[src/core/supervisor_defines.svh]
// Constants and rule summary for the supply supervisor and boot sequencer.
// Assumes inclusion by bare name from core/ sources; holds definitions only.
//
// What this block does
// Hold chip reset while supply is below power-on/down or brownout threshold.
// Past start threshold (1.8 V or 1.65 V), load option bytes, may disable brownout.
// Brownout supervisor offers five option-byte thresholds from 1.8 V to 3 V.
// Optional automatic switch-off of internal voltage reference in Stop.
// Software-enabled level detector compares supply against one of seven levels.
// Level detector interrupts on falling, rising or both crossings.
// Main regulation in Run, low-power in low-power modes and Stop, off in Standby.
// Standby loses everything except the standby domain.
// Boot source from boot select pin and option bit: flash, system, RAM.
// Fast oscillator starts on peripheral request, feeds only requesters, stops when idle.
// Release reset only after option bytes load; latch boot choice at release.
`ifndef SUPERVISOR_DEFINES_SVH
`define SUPERVISOR_DEFINES_SVH

// ****************************************************************
// Register map
// ****************************************************************
`define REG_CTRL 4'h0
`define REG_STATUS 4'h4
`define REG_PWRMODE 4'h8
`define REG_OPT 4'hc

// ****************************************************************
// Field layout
// ****************************************************************
`define CTRL_LVL_EN 0
`define CTRL_LVL_LO 1
`define CTRL_LVL_HI 3
`define CTRL_IRQ_FALL 4
`define CTRL_IRQ_RISE 5
`define CTRL_VREF_AUTO 6
`define CTRL_RESET 32'h0000_0000
`define STAT_FALL 0
`define STAT_RISE 1
`define STAT_ABOVE 2
`define OPT_BRN_LO 0
`define OPT_BRN_HI 2
`define OPT_BRN_DIS 3
`define OPT_BOOT_BIT 4
`define BRN_LEVELS 3'h5
`define LVL_LEVELS 3'h7
`define N_PERIPH 4

// ****************************************************************
// Timing
// ****************************************************************
`define CLK_NS 10
`define OPT_LOAD_NS 200
`define OPT_LOAD_CYC ((`OPT_LOAD_NS + `CLK_NS - 1) / `CLK_NS)

`endif

[src/core/supervisor_pkg.sv]
// Types for the supply supervisor and boot sequencer.
// Assumes no surroundings beyond a SystemVerilog compiler.
package supervisor_pkg;
   typedef enum {ST_RESET, ST_LOAD, ST_RUN} seq_state_t;
   typedef enum logic [1:0] {BOOT_FLASH = 2'h0, BOOT_SYSTEM = 2'h1, BOOT_RAM = 2'h2} boot_t;
   typedef enum logic [2:0] {PM_RUN = 3'h0, PM_SLEEP = 3'h1, PM_LPRUN = 3'h2,
      PM_LPSLEEP = 3'h3, PM_STOP = 3'h4, PM_STANDBY = 3'h5} power_mode_t;
   typedef enum logic [1:0] {REG_MAIN = 2'h0, REG_LOWPOWER = 2'h1, REG_DOWN = 2'h2} reg_mode_t;
endpackage

[src/core/supply_supervisor_boot_sequencer.sv]
// Supply supervisor, option byte loader, level detector, regulator and boot select.
// Assumes comparator and pin inputs are asynchronous; processor on ref_clk.
`timescale 1ns/1ps
`default_nettype none
`include "supervisor_defines.svh"
module supply_supervisor_boot_sequencer (
   input wire logic ref_clk, // 100 MHz clock
   input wire logic rst, // Sync reset, active high
   input wire logic ce, // Clock enable
   input wire logic por_ok, // Supply above power-on/down threshold
   input wire logic [4:0] brown_ok, // Supply above each brownout threshold
   input wire logic [6:0] lvl_above, // Supply above each detector level
   input wire logic boot_select_pin, // Boot select pin
   input wire logic [7:0] opt_data, // Option byte from storage
   input wire logic [2:0] power_mode, // Requested power mode
   input wire logic [`N_PERIPH-1:0] osc_req, // Fast oscillator requests
   input wire logic [3:0] addr, // Register address
   input wire logic [31:0] wdata, // Write data
   input wire logic wr, // Write strobe
   input wire logic rd, // Read strobe
   output logic [31:0] rdata, // Read data
   output logic chip_reset, // Internal reset to core
   output logic [1:0] boot_src, // Latched boot source
   output logic [1:0] regulator_mode, // Regulator mode
   output logic vref_on, // Internal voltage reference enable
   output logic standby_domain_only, // Kernel domain powered down
   output logic lvl_irq, // Level detector interrupt
   output logic opt_load_req, // Option byte read request
   output logic osc_on, // Fast oscillator enable
   output logic [`N_PERIPH-1:0] osc_gate // Oscillator gates
);
   supervisor_pkg::seq_state_t state_reg, state_next;
   logic por_s, boot_pin_s;
   logic [4:0] brn_s;
   logic [6:0] lvl_s;
   logic [7:0] opt_reg;
   logic opt_valid_reg;
   logic [7:0] cnt_reg;
   logic [31:0] ctrl_reg;
   logic [1:0] stat_reg;
   logic above_reg;
   logic [1:0] boot_reg;
   logic [2:0] brn_sel;
   logic brn_good, supply_good, above_now, rise_ev, fall_ev;

   // ****************************************************************
   // Input synchronisers
   // ****************************************************************
   sync2 #(.W(14)) u_sync (
      .ref_clk(ref_clk),
      .rst(rst),
      .ce(ce),
      .d({por_ok, brown_ok, lvl_above, boot_select_pin}),
      .q({por_s, brn_s, lvl_s, boot_pin_s})
   );

   // Pick one comparator from a level field
   function automatic logic pick(input logic [6:0] v, input logic [2:0] i);
      pick = v[i];
   endfunction

   // ****************************************************************
   // Supply good decode
   // ****************************************************************
   // Before option bytes load, the lowest brownout threshold guards start-up
   assign brn_sel = opt_valid_reg ? opt_reg[`OPT_BRN_HI:`OPT_BRN_LO] : 3'h0;
   assign brn_good = (brn_sel >= `BRN_LEVELS) ? brn_s[0] : pick({2'h0, brn_s}, brn_sel);
   assign supply_good = por_s && (brn_good || (opt_valid_reg && opt_reg[`OPT_BRN_DIS]));

   // ****************************************************************
   // Sequencer
   // ****************************************************************
   always_comb begin
      state_next = state_reg;
      case (state_reg)
         supervisor_pkg::ST_RESET:
            if (supply_good) state_next = supervisor_pkg::ST_LOAD;
         supervisor_pkg::ST_LOAD:
            if (!supply_good) state_next = supervisor_pkg::ST_RESET;
            else if (cnt_reg == 8'(`OPT_LOAD_CYC)) state_next = supervisor_pkg::ST_RUN;
         supervisor_pkg::ST_RUN:
            if (!supply_good) state_next = supervisor_pkg::ST_RESET;
         default: state_next = supervisor_pkg::ST_RESET;
      endcase
   end

   // State and load counter
   always_ff @(posedge ref_clk) begin
      if (rst) begin
         state_reg <= supervisor_pkg::ST_RESET;
         cnt_reg <= 8'h00;
      end else if (ce) begin
         state_reg <= state_next;
         cnt_reg <= (state_reg == supervisor_pkg::ST_LOAD) ? cnt_reg + 8'h01 : 8'h00;
      end
   end

   // Option bytes taken at end of load; kept across brownout dips
   always_ff @(posedge ref_clk) begin
      if (rst) begin
         opt_reg <= 8'h00;
         opt_valid_reg <= 1'b0;
      end else if (ce && state_reg == supervisor_pkg::ST_LOAD
                   && state_next == supervisor_pkg::ST_RUN) begin
         opt_reg <= opt_data;
         opt_valid_reg <= 1'b1;
      end
   end

   // Boot selection latched at reset release so it cannot change under code
   always_ff @(posedge ref_clk) begin
      if (rst) begin
         boot_reg <= supervisor_pkg::BOOT_FLASH;
      end else if (ce && state_reg == supervisor_pkg::ST_LOAD
                   && state_next == supervisor_pkg::ST_RUN) begin
         if (!boot_pin_s) boot_reg <= supervisor_pkg::BOOT_FLASH;
         else if (opt_data[`OPT_BOOT_BIT]) boot_reg <= supervisor_pkg::BOOT_SYSTEM;
         else boot_reg <= supervisor_pkg::BOOT_RAM;
      end
   end

   // ****************************************************************
   // Level detector
   // ****************************************************************
   assign above_now = (ctrl_reg[`CTRL_LVL_HI:`CTRL_LVL_LO] < `LVL_LEVELS)
      ? pick(lvl_s, ctrl_reg[`CTRL_LVL_HI:`CTRL_LVL_LO]) : lvl_s[6];
   assign rise_ev = ctrl_reg[`CTRL_LVL_EN] && above_now && !above_reg;
   assign fall_ev = ctrl_reg[`CTRL_LVL_EN] && !above_now && above_reg;

   // Sticky event flags; a new event beats a clear in the same cycle
   always_ff @(posedge ref_clk) begin
      if (rst) begin
         above_reg <= 1'b0;
         stat_reg <= 2'h0;
      end else if (ce) begin
         above_reg <= above_now;
         stat_reg[`STAT_FALL] <= fall_ev
            || (stat_reg[`STAT_FALL] && !(wr && addr == `REG_STATUS && wdata[`STAT_FALL]));
         stat_reg[`STAT_RISE] <= rise_ev
            || (stat_reg[`STAT_RISE] && !(wr && addr == `REG_STATUS && wdata[`STAT_RISE]));
      end
   end
   assign lvl_irq = (stat_reg[`STAT_FALL] && ctrl_reg[`CTRL_IRQ_FALL])
      || (stat_reg[`STAT_RISE] && ctrl_reg[`CTRL_IRQ_RISE]);

   // ****************************************************************
   // Register port
   // ****************************************************************
   always_ff @(posedge ref_clk) begin
      if (rst) begin
         ctrl_reg <= `CTRL_RESET;
         rdata <= 32'h0;
      end else if (ce) begin
         if (wr && addr == `REG_CTRL) ctrl_reg <= {25'h0, wdata[6:0]};
         if (rd) begin
            case (addr)
               `REG_CTRL: rdata <= ctrl_reg;
               `REG_STATUS: rdata <= {29'h0, above_reg, stat_reg};
               `REG_PWRMODE: rdata <= {28'h0, regulator_mode, vref_on, standby_domain_only};
               `REG_OPT: rdata <= {23'h0, opt_valid_reg, opt_reg};
               default: rdata <= 32'h0;
            endcase
         end else begin
            rdata <= 32'h0;
         end
      end
   end

   // ****************************************************************
   // Outputs: reset, regulator, reference
   // ****************************************************************
   always_ff @(posedge ref_clk) begin
      if (rst) begin
         chip_reset <= 1'b1;
         regulator_mode <= supervisor_pkg::REG_MAIN;
         vref_on <= 1'b1;
         standby_domain_only <= 1'b0;
      end else if (ce) begin
         chip_reset <= (state_next != supervisor_pkg::ST_RUN);
         case (power_mode)
            supervisor_pkg::PM_RUN, supervisor_pkg::PM_SLEEP:
               regulator_mode <= supervisor_pkg::REG_MAIN;
            supervisor_pkg::PM_STANDBY: regulator_mode <= supervisor_pkg::REG_DOWN;
            default: regulator_mode <= supervisor_pkg::REG_LOWPOWER;
         endcase
         standby_domain_only <= (power_mode == supervisor_pkg::PM_STANDBY);
         vref_on <= !((power_mode == supervisor_pkg::PM_STOP && ctrl_reg[`CTRL_VREF_AUTO])
            || power_mode == supervisor_pkg::PM_STANDBY);
      end
   end
   assign opt_load_req = (state_reg == supervisor_pkg::ST_LOAD);
   assign boot_src = boot_reg;

   osc_grant u_osc (
      .ref_clk(ref_clk),
      .rst(rst),
      .ce(ce),
      .osc_req(osc_req),
      .osc_on(osc_on),
      .osc_gate(osc_gate)
   );

   // ****************************************************************
   // Assertions
   // ****************************************************************
   property p_hold_reset;
      @(posedge ref_clk) disable iff (rst) ce && !supply_good |=> chip_reset;
   endproperty
   a_hold_reset: assert property (p_hold_reset) else $error("reset released at low supply");
   property p_load_before_run;
      @(posedge ref_clk) disable iff (rst) $fell(chip_reset) |-> $past(opt_load_req);
   endproperty
   a_load_before_run: assert property (p_load_before_run) else $error("reset released early");
   property p_boot_stable;
      @(posedge ref_clk) disable iff (rst) !chip_reset && $past(!chip_reset) |-> $stable(boot_src);
   endproperty
   a_boot_stable: assert property (p_boot_stable) else $error("boot source changed");
   property p_boot_flash;
      @(posedge ref_clk) disable iff (rst) $fell(chip_reset) && !$past(boot_pin_s)
         |-> boot_src == supervisor_pkg::BOOT_FLASH;
   endproperty
   a_boot_flash: assert property (p_boot_flash) else $error("boot pin ignored");
   property p_standby_reg;
      @(posedge ref_clk) disable iff (rst)
         ce && power_mode == supervisor_pkg::PM_STANDBY |=> regulator_mode == supervisor_pkg::REG_DOWN;
   endproperty
   a_standby_reg: assert property (p_standby_reg) else $error("regulator not down");
   property p_run_reg;
      @(posedge ref_clk) disable iff (rst)
         ce && power_mode == supervisor_pkg::PM_RUN |=> regulator_mode == supervisor_pkg::REG_MAIN;
   endproperty
   a_run_reg: assert property (p_run_reg) else $error("regulator not main");
   property p_vref_stop;
      @(posedge ref_clk) disable iff (rst) ce && power_mode == supervisor_pkg::PM_STOP
         && ctrl_reg[`CTRL_VREF_AUTO] |=> !vref_on;
   endproperty
   a_vref_stop: assert property (p_vref_stop) else $error("reference left on in Stop");
   property p_fall_flag;
      @(posedge ref_clk) disable iff (rst) ce && fall_ev |=> stat_reg[`STAT_FALL];
   endproperty
   a_fall_flag: assert property (p_fall_flag) else $error("falling crossing lost");
   property p_standby_dom;
      @(posedge ref_clk) disable iff (rst)
         ce && power_mode == supervisor_pkg::PM_STANDBY |=> standby_domain_only;
   endproperty
   a_standby_dom: assert property (p_standby_dom) else $error("kernel not powered down");
   // ****************************************************************
   // Start-up, boot, mode and level detector checks
   // ****************************************************************
   // Core must never run on default options
   property p_opt_loaded;
      @(posedge ref_clk) disable iff (rst) $fell(chip_reset) |-> opt_valid_reg;
   endproperty
   a_opt_loaded: assert property (p_opt_loaded) else $error("options not loaded");
   // Load state ends no later than when the counter reaches its end point, so the load never overruns
   property p_load_len;
      @(posedge ref_clk) disable iff (rst)
         opt_load_req |-> cnt_reg <= 8'(`OPT_LOAD_CYC);
   endproperty
   a_load_len: assert property (p_load_len) else $error("option load overran");
   // Pin high with the option bit set boots system memory
   property p_boot_system;
      @(posedge ref_clk) disable iff (rst) $fell(chip_reset) && $past(boot_pin_s)
         && opt_reg[`OPT_BOOT_BIT] |-> boot_src == supervisor_pkg::BOOT_SYSTEM;
   endproperty
   a_boot_system: assert property (p_boot_system) else $error("system boot missed");
   // Pin high with the option bit clear boots RAM
   property p_boot_ram;
      @(posedge ref_clk) disable iff (rst) $fell(chip_reset) && $past(boot_pin_s)
         && !opt_reg[`OPT_BOOT_BIT] |-> boot_src == supervisor_pkg::BOOT_RAM;
   endproperty
   a_boot_ram: assert property (p_boot_ram) else $error("RAM boot missed");
   // Low-power run, low-power sleep and Stop share the low-power regulator
   property p_lowpower_reg;
      @(posedge ref_clk) disable iff (rst) ce && (power_mode == supervisor_pkg::PM_LPRUN
         || power_mode == supervisor_pkg::PM_LPSLEEP || power_mode == supervisor_pkg::PM_STOP)
         |=> regulator_mode == supervisor_pkg::REG_LOWPOWER;
   endproperty
   a_lowpower_reg: assert property (p_lowpower_reg) else $error("not low power");
   // Outside Stop and Standby the reference stays on
   property p_vref_run;
      @(posedge ref_clk) disable iff (rst)
         ce && power_mode == supervisor_pkg::PM_RUN |=> vref_on;
   endproperty
   a_vref_run: assert property (p_vref_run) else $error("reference off in Run");
   // Standby removes the reference together with the kernel supply
   property p_vref_standby;
      @(posedge ref_clk) disable iff (rst)
         ce && power_mode == supervisor_pkg::PM_STANDBY |=> !vref_on;
   endproperty
   a_vref_standby: assert property (p_vref_standby) else $error("reference on in Standby");
   property p_rise_flag;
      @(posedge ref_clk) disable iff (rst) ce && rise_ev |=> stat_reg[`STAT_RISE];
   endproperty
   a_rise_flag: assert property (p_rise_flag) else $error("rising crossing lost");
   // An enabled flag reaches the interrupt unless software masks it at once
   property p_fall_irq;
      @(posedge ref_clk) disable iff (rst) ce && fall_ev && ctrl_reg[`CTRL_IRQ_FALL]
         && !(wr && addr == `REG_CTRL) |=> lvl_irq;
   endproperty
   a_fall_irq: assert property (p_fall_irq) else $error("falling interrupt lost");
   // Main scenarios worth seeing at least once
   c_release: cover property (@(posedge ref_clk) disable iff (rst) $fell(chip_reset));
   c_rise_irq: cover property (@(posedge ref_clk) disable iff (rst) rise_ev ##1 lvl_irq);
   c_brownout: cover property (@(posedge ref_clk) disable iff (rst) !chip_reset ##1 !supply_good);
   c_boot_ram: cover property (@(posedge ref_clk) disable iff (rst)
      $fell(chip_reset) && boot_src == supervisor_pkg::BOOT_RAM);
   c_standby: cover property (@(posedge ref_clk) disable iff (rst)
      regulator_mode == supervisor_pkg::REG_DOWN);
endmodule // supply_supervisor_boot_sequencer
`default_nettype wire

[src/core/sync2.sv]
// Two-flop synchroniser for asynchronous levels.
// Assumes one clock; the first stage feeds only the second.
`timescale 1ns/1ps
`default_nettype none
module sync2 #(parameter int W = 1) (
   input wire logic ref_clk, // Clock
   input wire logic rst, // Sync reset
   input wire logic ce, // Clock enable
   input wire logic [W-1:0] d, // Async input
   output logic [W-1:0] q // Synchronised
);
   logic [W-1:0] meta_reg;
   // ****************************************************************
   // Two stages
   // ****************************************************************
   always_ff @(posedge ref_clk) begin
      if (rst) begin
         meta_reg <= '0;
         q <= '0;
      end else if (ce) begin
         meta_reg <= d;
         q <= meta_reg;
      end
   end
endmodule // sync2
`default_nettype wire

[src/core/osc_grant.sv]
// Fast oscillator request arbiter for Stop-wakeup peripherals.
// Assumes requests come from logic on ref_clk.
`timescale 1ns/1ps
`default_nettype none
`include "supervisor_defines.svh"
module osc_grant (
   input wire logic ref_clk, // Clock
   input wire logic rst, // Sync reset
   input wire logic ce, // Clock enable
   input wire logic [`N_PERIPH-1:0] osc_req, // Per-peripheral request
   output logic osc_on, // Oscillator enable
   output logic [`N_PERIPH-1:0] osc_gate // Per-peripheral clock gate
);
   // ****************************************************************
   // Grant follows requests; oscillator off when nobody asks
   // ****************************************************************
   always_ff @(posedge ref_clk) begin
      if (rst) begin
         osc_on <= 1'b0;
         osc_gate <= '0;
      end else if (ce) begin
         osc_on <= |osc_req;
         osc_gate <= osc_req; // Only requesters fed
      end
   end
   property p_gate;
      @(posedge ref_clk) disable iff (rst)
         ce |=> osc_gate == $past(osc_req) && osc_on == |$past(osc_req);
   endproperty
   a_gate: assert property (p_gate) else $error("oscillator grant mismatch");
   property p_on_grant;
      @(posedge ref_clk) disable iff (rst) osc_on == |osc_gate;
   endproperty
   a_on_grant: assert property (p_on_grant) else $error("oscillator on without grant");
endmodule // osc_grant
`default_nettype wire

[config.mk]
export PLATFORM = sky130hd
export DESIGN_NAME = supply_supervisor_boot_sequencer
export DESIGN_NICKNAME = d
export VERILOG_FILES = /design/src/core/supervisor_pkg.sv /design/src/core/supply_supervisor_boot_sequencer.sv /design/src/core/sync2.sv /design/src/core/osc_grant.sv
export VERILOG_INCLUDE_DIRS = /design/src /design/src/core
export SDC_FILE = /design/constraint.sdc
export NUM_CORES = 1
export LEC_CHECK = 0
export BUFFER_PORTS_ARGS = -buffer_cell sky130_fd_sc_hd__buf_4
export CORE_MARGIN = 5
export CORE_UTILIZATION = 41
export DETAILED_ROUTE_END_ITERATION = 12
export GPL_TIMING_DRIVEN = 0
export PLACE_DENSITY = 0.64
export RECOVER_POWER = 25
export SYNTH_ARGS = -nofsm -noshare
export SYNTH_HDL_FRONTEND = slang
export SYNTH_SLANG_ARGS = --single-unit
[constraint.sdc]
create_clock -name ref_clk -period 5.55 [get_ports ref_clk]
set_clock_uncertainty 0.15 [all_clocks]
set_input_delay 0.8325 -clock ref_clk [delete_from_list [all_inputs] [get_ports ref_clk]]
set_output_delay 0.8325 -clock ref_clk [all_outputs]
set_load 0.005 [all_outputs]
# Word-level counts from Yosys, hierarchy flattened
# Index checks and enable logic that the tools add are counted.
# op_classes
n_addsub	1
n_mux	18
n_eq_ne	12
mul	0
bitwise	0
reduce_logical	33
n_shift	0
n_div	0
magnitude_cmp	4
# op_table
cell	n
$mux 32	5
$pmux 32 s3	1
$eq 32x2->1 const B	2
$pmux 9 s4	1
$eq 32x1->1 const B	1
$eq 32x3->1 const B	1
$logic_not 32->1	1
$ne 32x3->1 const B	1
$logic_and 1x1->1	17
$add 8x1->8 const B	1
$eq 4x4->1 const B	2
$eq 8x5->1 const B	1
$lt 3x4->1 const B	2
$mux 8	1
$bmux 1 s3	2
$eq 3x3->1 const B	2
$logic_not 1->1	5
$logic_or 1x1->1	5
$eq 4x3->1 const B	1
$logic_not 4->1	1
$mux 1	4
$mux 2	2
$pmux 2 s2	1
$reduce_or 4->1	1
7 further kinds	7
# word_totals
ff_bits	131
n_memories	0
word_cells	85
latchBits	0
output_inout_bits	46
ram_bits	0
rom_bits	0
in_bits	70

# Longest topological paths before layout
# depth
word_depth	10
mapped_depth	7
ltp_nobuf	6

# Hierarchy
# From an unflattened synthesis, not the netlist that was laid out.
# hier_totals
hier_cells	438
area_unflattened_um2	4346.7
# by_module_without_submodules
mod	instances	area_each_um2	cells_each
supply_supervisor_boot_sequencer	1	3148.0	331
sync2	1	1012.2	90
osc_grant	1	186.4	17

# Worst setup path before layout
# Ideal clock, no wire load.
# synth_timing
kind	input port to flip-flop
from	input port addr[3]
to	register ctrl_reg[0]
t_arrival_ns	1.968
n_path_buf	2
setup_slack_ns	3.305
setup_ns	0.128
path_stages	6
cell_sequence	clkbuf_1 > and4b_1 > nand2b_1 > clkbuf_1 > mux2i_1 > nor2_1
# synth_between
elab_chain_cells	3
# synth_lines
item	line_no	text
start, declared	supply_supervisor_boot_sequencer.sv:17	input wire logic [3:0] addr,
$logic_not 4->1	n/a	
$logic_and 1x1->1 (no source line)	n/a	
$reduce_and 2->1 (no source line)	n/a	
end signal, assigned	supply_supervisor_boot_sequencer.sv:151	ctrl_reg <= `CTRL_RESET;
end signal, assigned	supply_supervisor_boot_sequencer.sv:154	if (wr && addr == `REG_CTRL) ctrl_reg <= {25'h0, wdata[6:0]};
end, declared	supply_supervisor_boot_sequencer.sv:39	logic [31:0] ctrl_reg;
# Every way passes these cells.
# A chain may end at the register's enable or synchronous reset.

# Worst setup path after layout
# layout_timing
from	register state_reg[23]
to	output port opt_load_req
# layout_between
elab_chain_cells	1
# layout_lines
item	line_no	text
start, declared	supply_supervisor_boot_sequencer.sv:32	supervisor_pkg::seq_state_t state_reg, state_next;
start signal, assigned	supply_supervisor_boot_sequencer.sv:90	state_reg <= supervisor_pkg::ST_RESET;
start signal, assigned	supply_supervisor_boot_sequencer.sv:93	state_reg <= state_next;
$eq 32x2->1	supply_supervisor_boot_sequencer.sv:191	assign opt_load_req = (state_reg == supervisor_pkg::ST_LOAD);
end, declared	supply_supervisor_boot_sequencer.sv:28	output logic opt_load_req,
# Every way passes these cells.

==> flow_metrics.tcl <==
set metrics [dict create \
    outcome "finished clean" \
    core_um2 10320 \
    critPathMaxFanout 5 \
    cts_buffer_depth 2 \
    power_w 0.001349 \
    worst_pin_slew_ps 815.3 \
    insertion_delay_ps 370 \
    worst_ep_required_time_ps 4570 \
    worstPathArrival_ps 1700 \
    hold_start "state_reg[2]" \
    dieArea_um2 12780 \
    min_period_over_period 0.4828 \
    seq_area_frac_synth 0.4918 \
    hold_viol 0 \
    clock-root-buffer "clkbuf_8" \
    layout_setup_ws_ps 2871 \
    drv_slew 0 \
    cts_buffers 9 \
    io_pins 116 \
    std_cell_rows 37 \
    wl_per_cell_um 14.63 \
    clkTransAtPathRegs_ps 100 \
    r2r_cells 6 \
    avgViaCountPerCell 4.890 \
    clkSinkCount 107 \
    final_util 0.5096 \
    cts.hold.buffers_added 0 \
    postCtsResizedCells 0 \
    power_density_nw_per_um2 256.4 \
    synth-edff-count 0 \
    grt_remaining_overflow 0 \
    grt_pass1_wl_mm 16.22 \
    antenna_found_initial 0 \
    mostFrequentLayoutCell "dfxtp_1" \
    hold_path.class "flop to flop" \
    place_ws_ps 2681 \
    ant_nets 0 \
    fmax_mhz 373.2 \
    vias 3325 \
    reg2reg_from "state_reg[11]" \
    end_kind "output pin" \
    ir_drop_uv 160.5 \
    crit_type "flop to output pin" \
    fp.dieH_um 113.1 \
    cts_tree "yes" \
    p_leak_nw 2.269 \
    synth.cell_area_um2 4355 \
    syn-instance-count 442 \
    grt_setup_unrepaired "false" \
    start_util 0.4219 \
    reg2reg_to "opt_reg[5]" \
    synth_largest_area_cell "dfxtp_1" \
    synth_area_leaders "dfxtp_1 49%, mux2i_1 12%, nor2_1 5.2%" \
    setup-tns-final_ps 0 \
    synth-main-ff-cell "dfxtp_1" \
    hold-path-endpoint "state_reg[2]" \
    drt_iter0_drc 136 \
    drc_errors 0 \
    ys_ff_latch 107 \
    path_delay_family "simple AND/OR/NAND/NOR gates" \
    syn_area_per_cell_um2 9.854 \
    slowest_stage "dfxtp_1" \
    ys_warn_count 0 \
    drive_gt1_frac 0.2132 \
    dp_hpwl_mm 7.530 \
    path_cells "nor4_2 > nand4_1 > nor3_1 > buf_4" \
    synth-async-reset-ratio 0 \
    layout_common_cells "107 x dfxtp_1, 68 x buf_4, 60 x nor2_1" \
    area_delta_synth_final_pct 20.80 \
    firstDrtPassIters 4 \
    r2r_slack_ps 3150 \
    grt_pass1_vias 3192 \
    path_buf_inv 1 \
    period_needed_ps 2679 \
    synth_cell_types 44 \
    place_congestion 0.8413 \
    relSlewSlack 0.4564 \
    portBuffers 64 \
    grt_max_degree 19 \
    grt_usage 0.1592 \
    wl_mm 9.947 \
    cts_setup_buffers 0 \
    nNetsFinal 611 \
    htreeDepth 3 \
    synth_top_area_share 0.4918 \
    hold-path-cell-count 1 \
    cp-start-kind "flop" \
    diodes 0 \
    setup_viol 0 \
    drv_cap 0 \
    largest_register_ffs 32 \
    die_x_um 113.1 \
    cpPeakStageDelay_ps 320 \
]
## per-layer routing
layer  global-route usage  routed length (um)  vias to the layer above  part of all wire
li1                     -                   -                     1666                 -
met1               0.1980                4341                     1548              0.44
met2               0.2646                4815                      100              0.48
met3              0.05241                 658                       11             0.066
met4              0.04487                 131                        0             0.013
met5                    0                   0                        -                 0
## kinds of logic (layout without fill, tap and decap cells)
logic type | Yosys count | after routing | synth area share
AO/OA/AOI/OAI | 39 | 39 | 0.06205
adder cells (fa/ha/maj) | 2 | 2 | 0.005745
XOR/XNOR | 5 | 5 | 0.01005
buffers and inverters | 52 | 132 | 0.06751
flip-flops | 107 | 107 | 0.4918
other | 1 | 23 | 0.0008610
multiplexers | 57 | 57 | 0.1431
AND/OR/NAND/NOR | 179 | 179 | 0.2189
## worst reg2reg max path, cell delays in order, from the launching register on
cell	delay [ps]
dfxtp_1	320
nor4_1	420
nand4_1	230
or4_1	540
a31oi_2	270
buf_6	220
mux2i_1	200
## layout make-up
| class | count | area, um^2 |
|---|---|---|
| tap | 136 | 170.2 |
| multi-input combinational | 305 | 2002 |
| buffer | 48 | 279.0 |
| clock inverter | 6 | 46.29 |
| sequential | 107 | 2142 |
| inverter | 4 | 15.01 |
| fill | 990 | 5062 |
| clock buffer | 10 | 137.6 |
| timing repair buffer | 64 | 469.2 |
## cells in the mapped netlist (2+ instances only)
master	instances
a211oi_1	2
a21oi_1	10
a22o_1	5
a22oi_1	6
a31oi_1	2
a32o_1	2
and2_1	30
and3_1	4
buf_4	24
clkbuf_1	21
dfxtp_1	107
ha_1	2
inv_1	4
mux2_2	2
mux2i_1	51
mux4_2	4
nand2_1	17
nand2b_1	23
nand3_1	11
nand3b_1	2
nand4_1	7
nand4b_1	2
nor2_1	60
nor2b_1	2
nor3_1	5
nor4_1	6
nor4_2	4
o21ai_0	6
o21bai_1	2
xor2_1	5
## worst max path at each step
stage	cells past startpoint	startpoint	end	slack [ps]
2_1_floorplan	6	addr[3]	ctrl_reg[0]	3300
3_3_place_gp	6	ce	u_sync.q[7]	2690
3_5_place_dp	6	ce	u_sync.q[3]	2680
4_1_cts	4	state_reg[23]	opt_load_req	2830
5_1_grt	4	state_reg[23]	opt_load_req	2720
6_report	4	state_reg[23]	opt_load_req	2870
## metrics by stage
step	cells	instance area, um^2	hold WS (ps)
after floorplan	464	4438	280.2
after global placement	664	5089	292.8
after detailed placement	664	5089	295.0
final	680	5261	319.4
after global routing	680	5261	338.8
after CTS	680	5273	323.7
## power breakdown
part	switching, W	internal, W	total [W]
combinational	0.0000538	0.0000575	0.000111
sequential	0.00000896	0.000781	0.000790
clock	0.000268	0.000180	0.000448
total	0.000331	0.00102	0.00135
(Power assumes the default switching activity.)
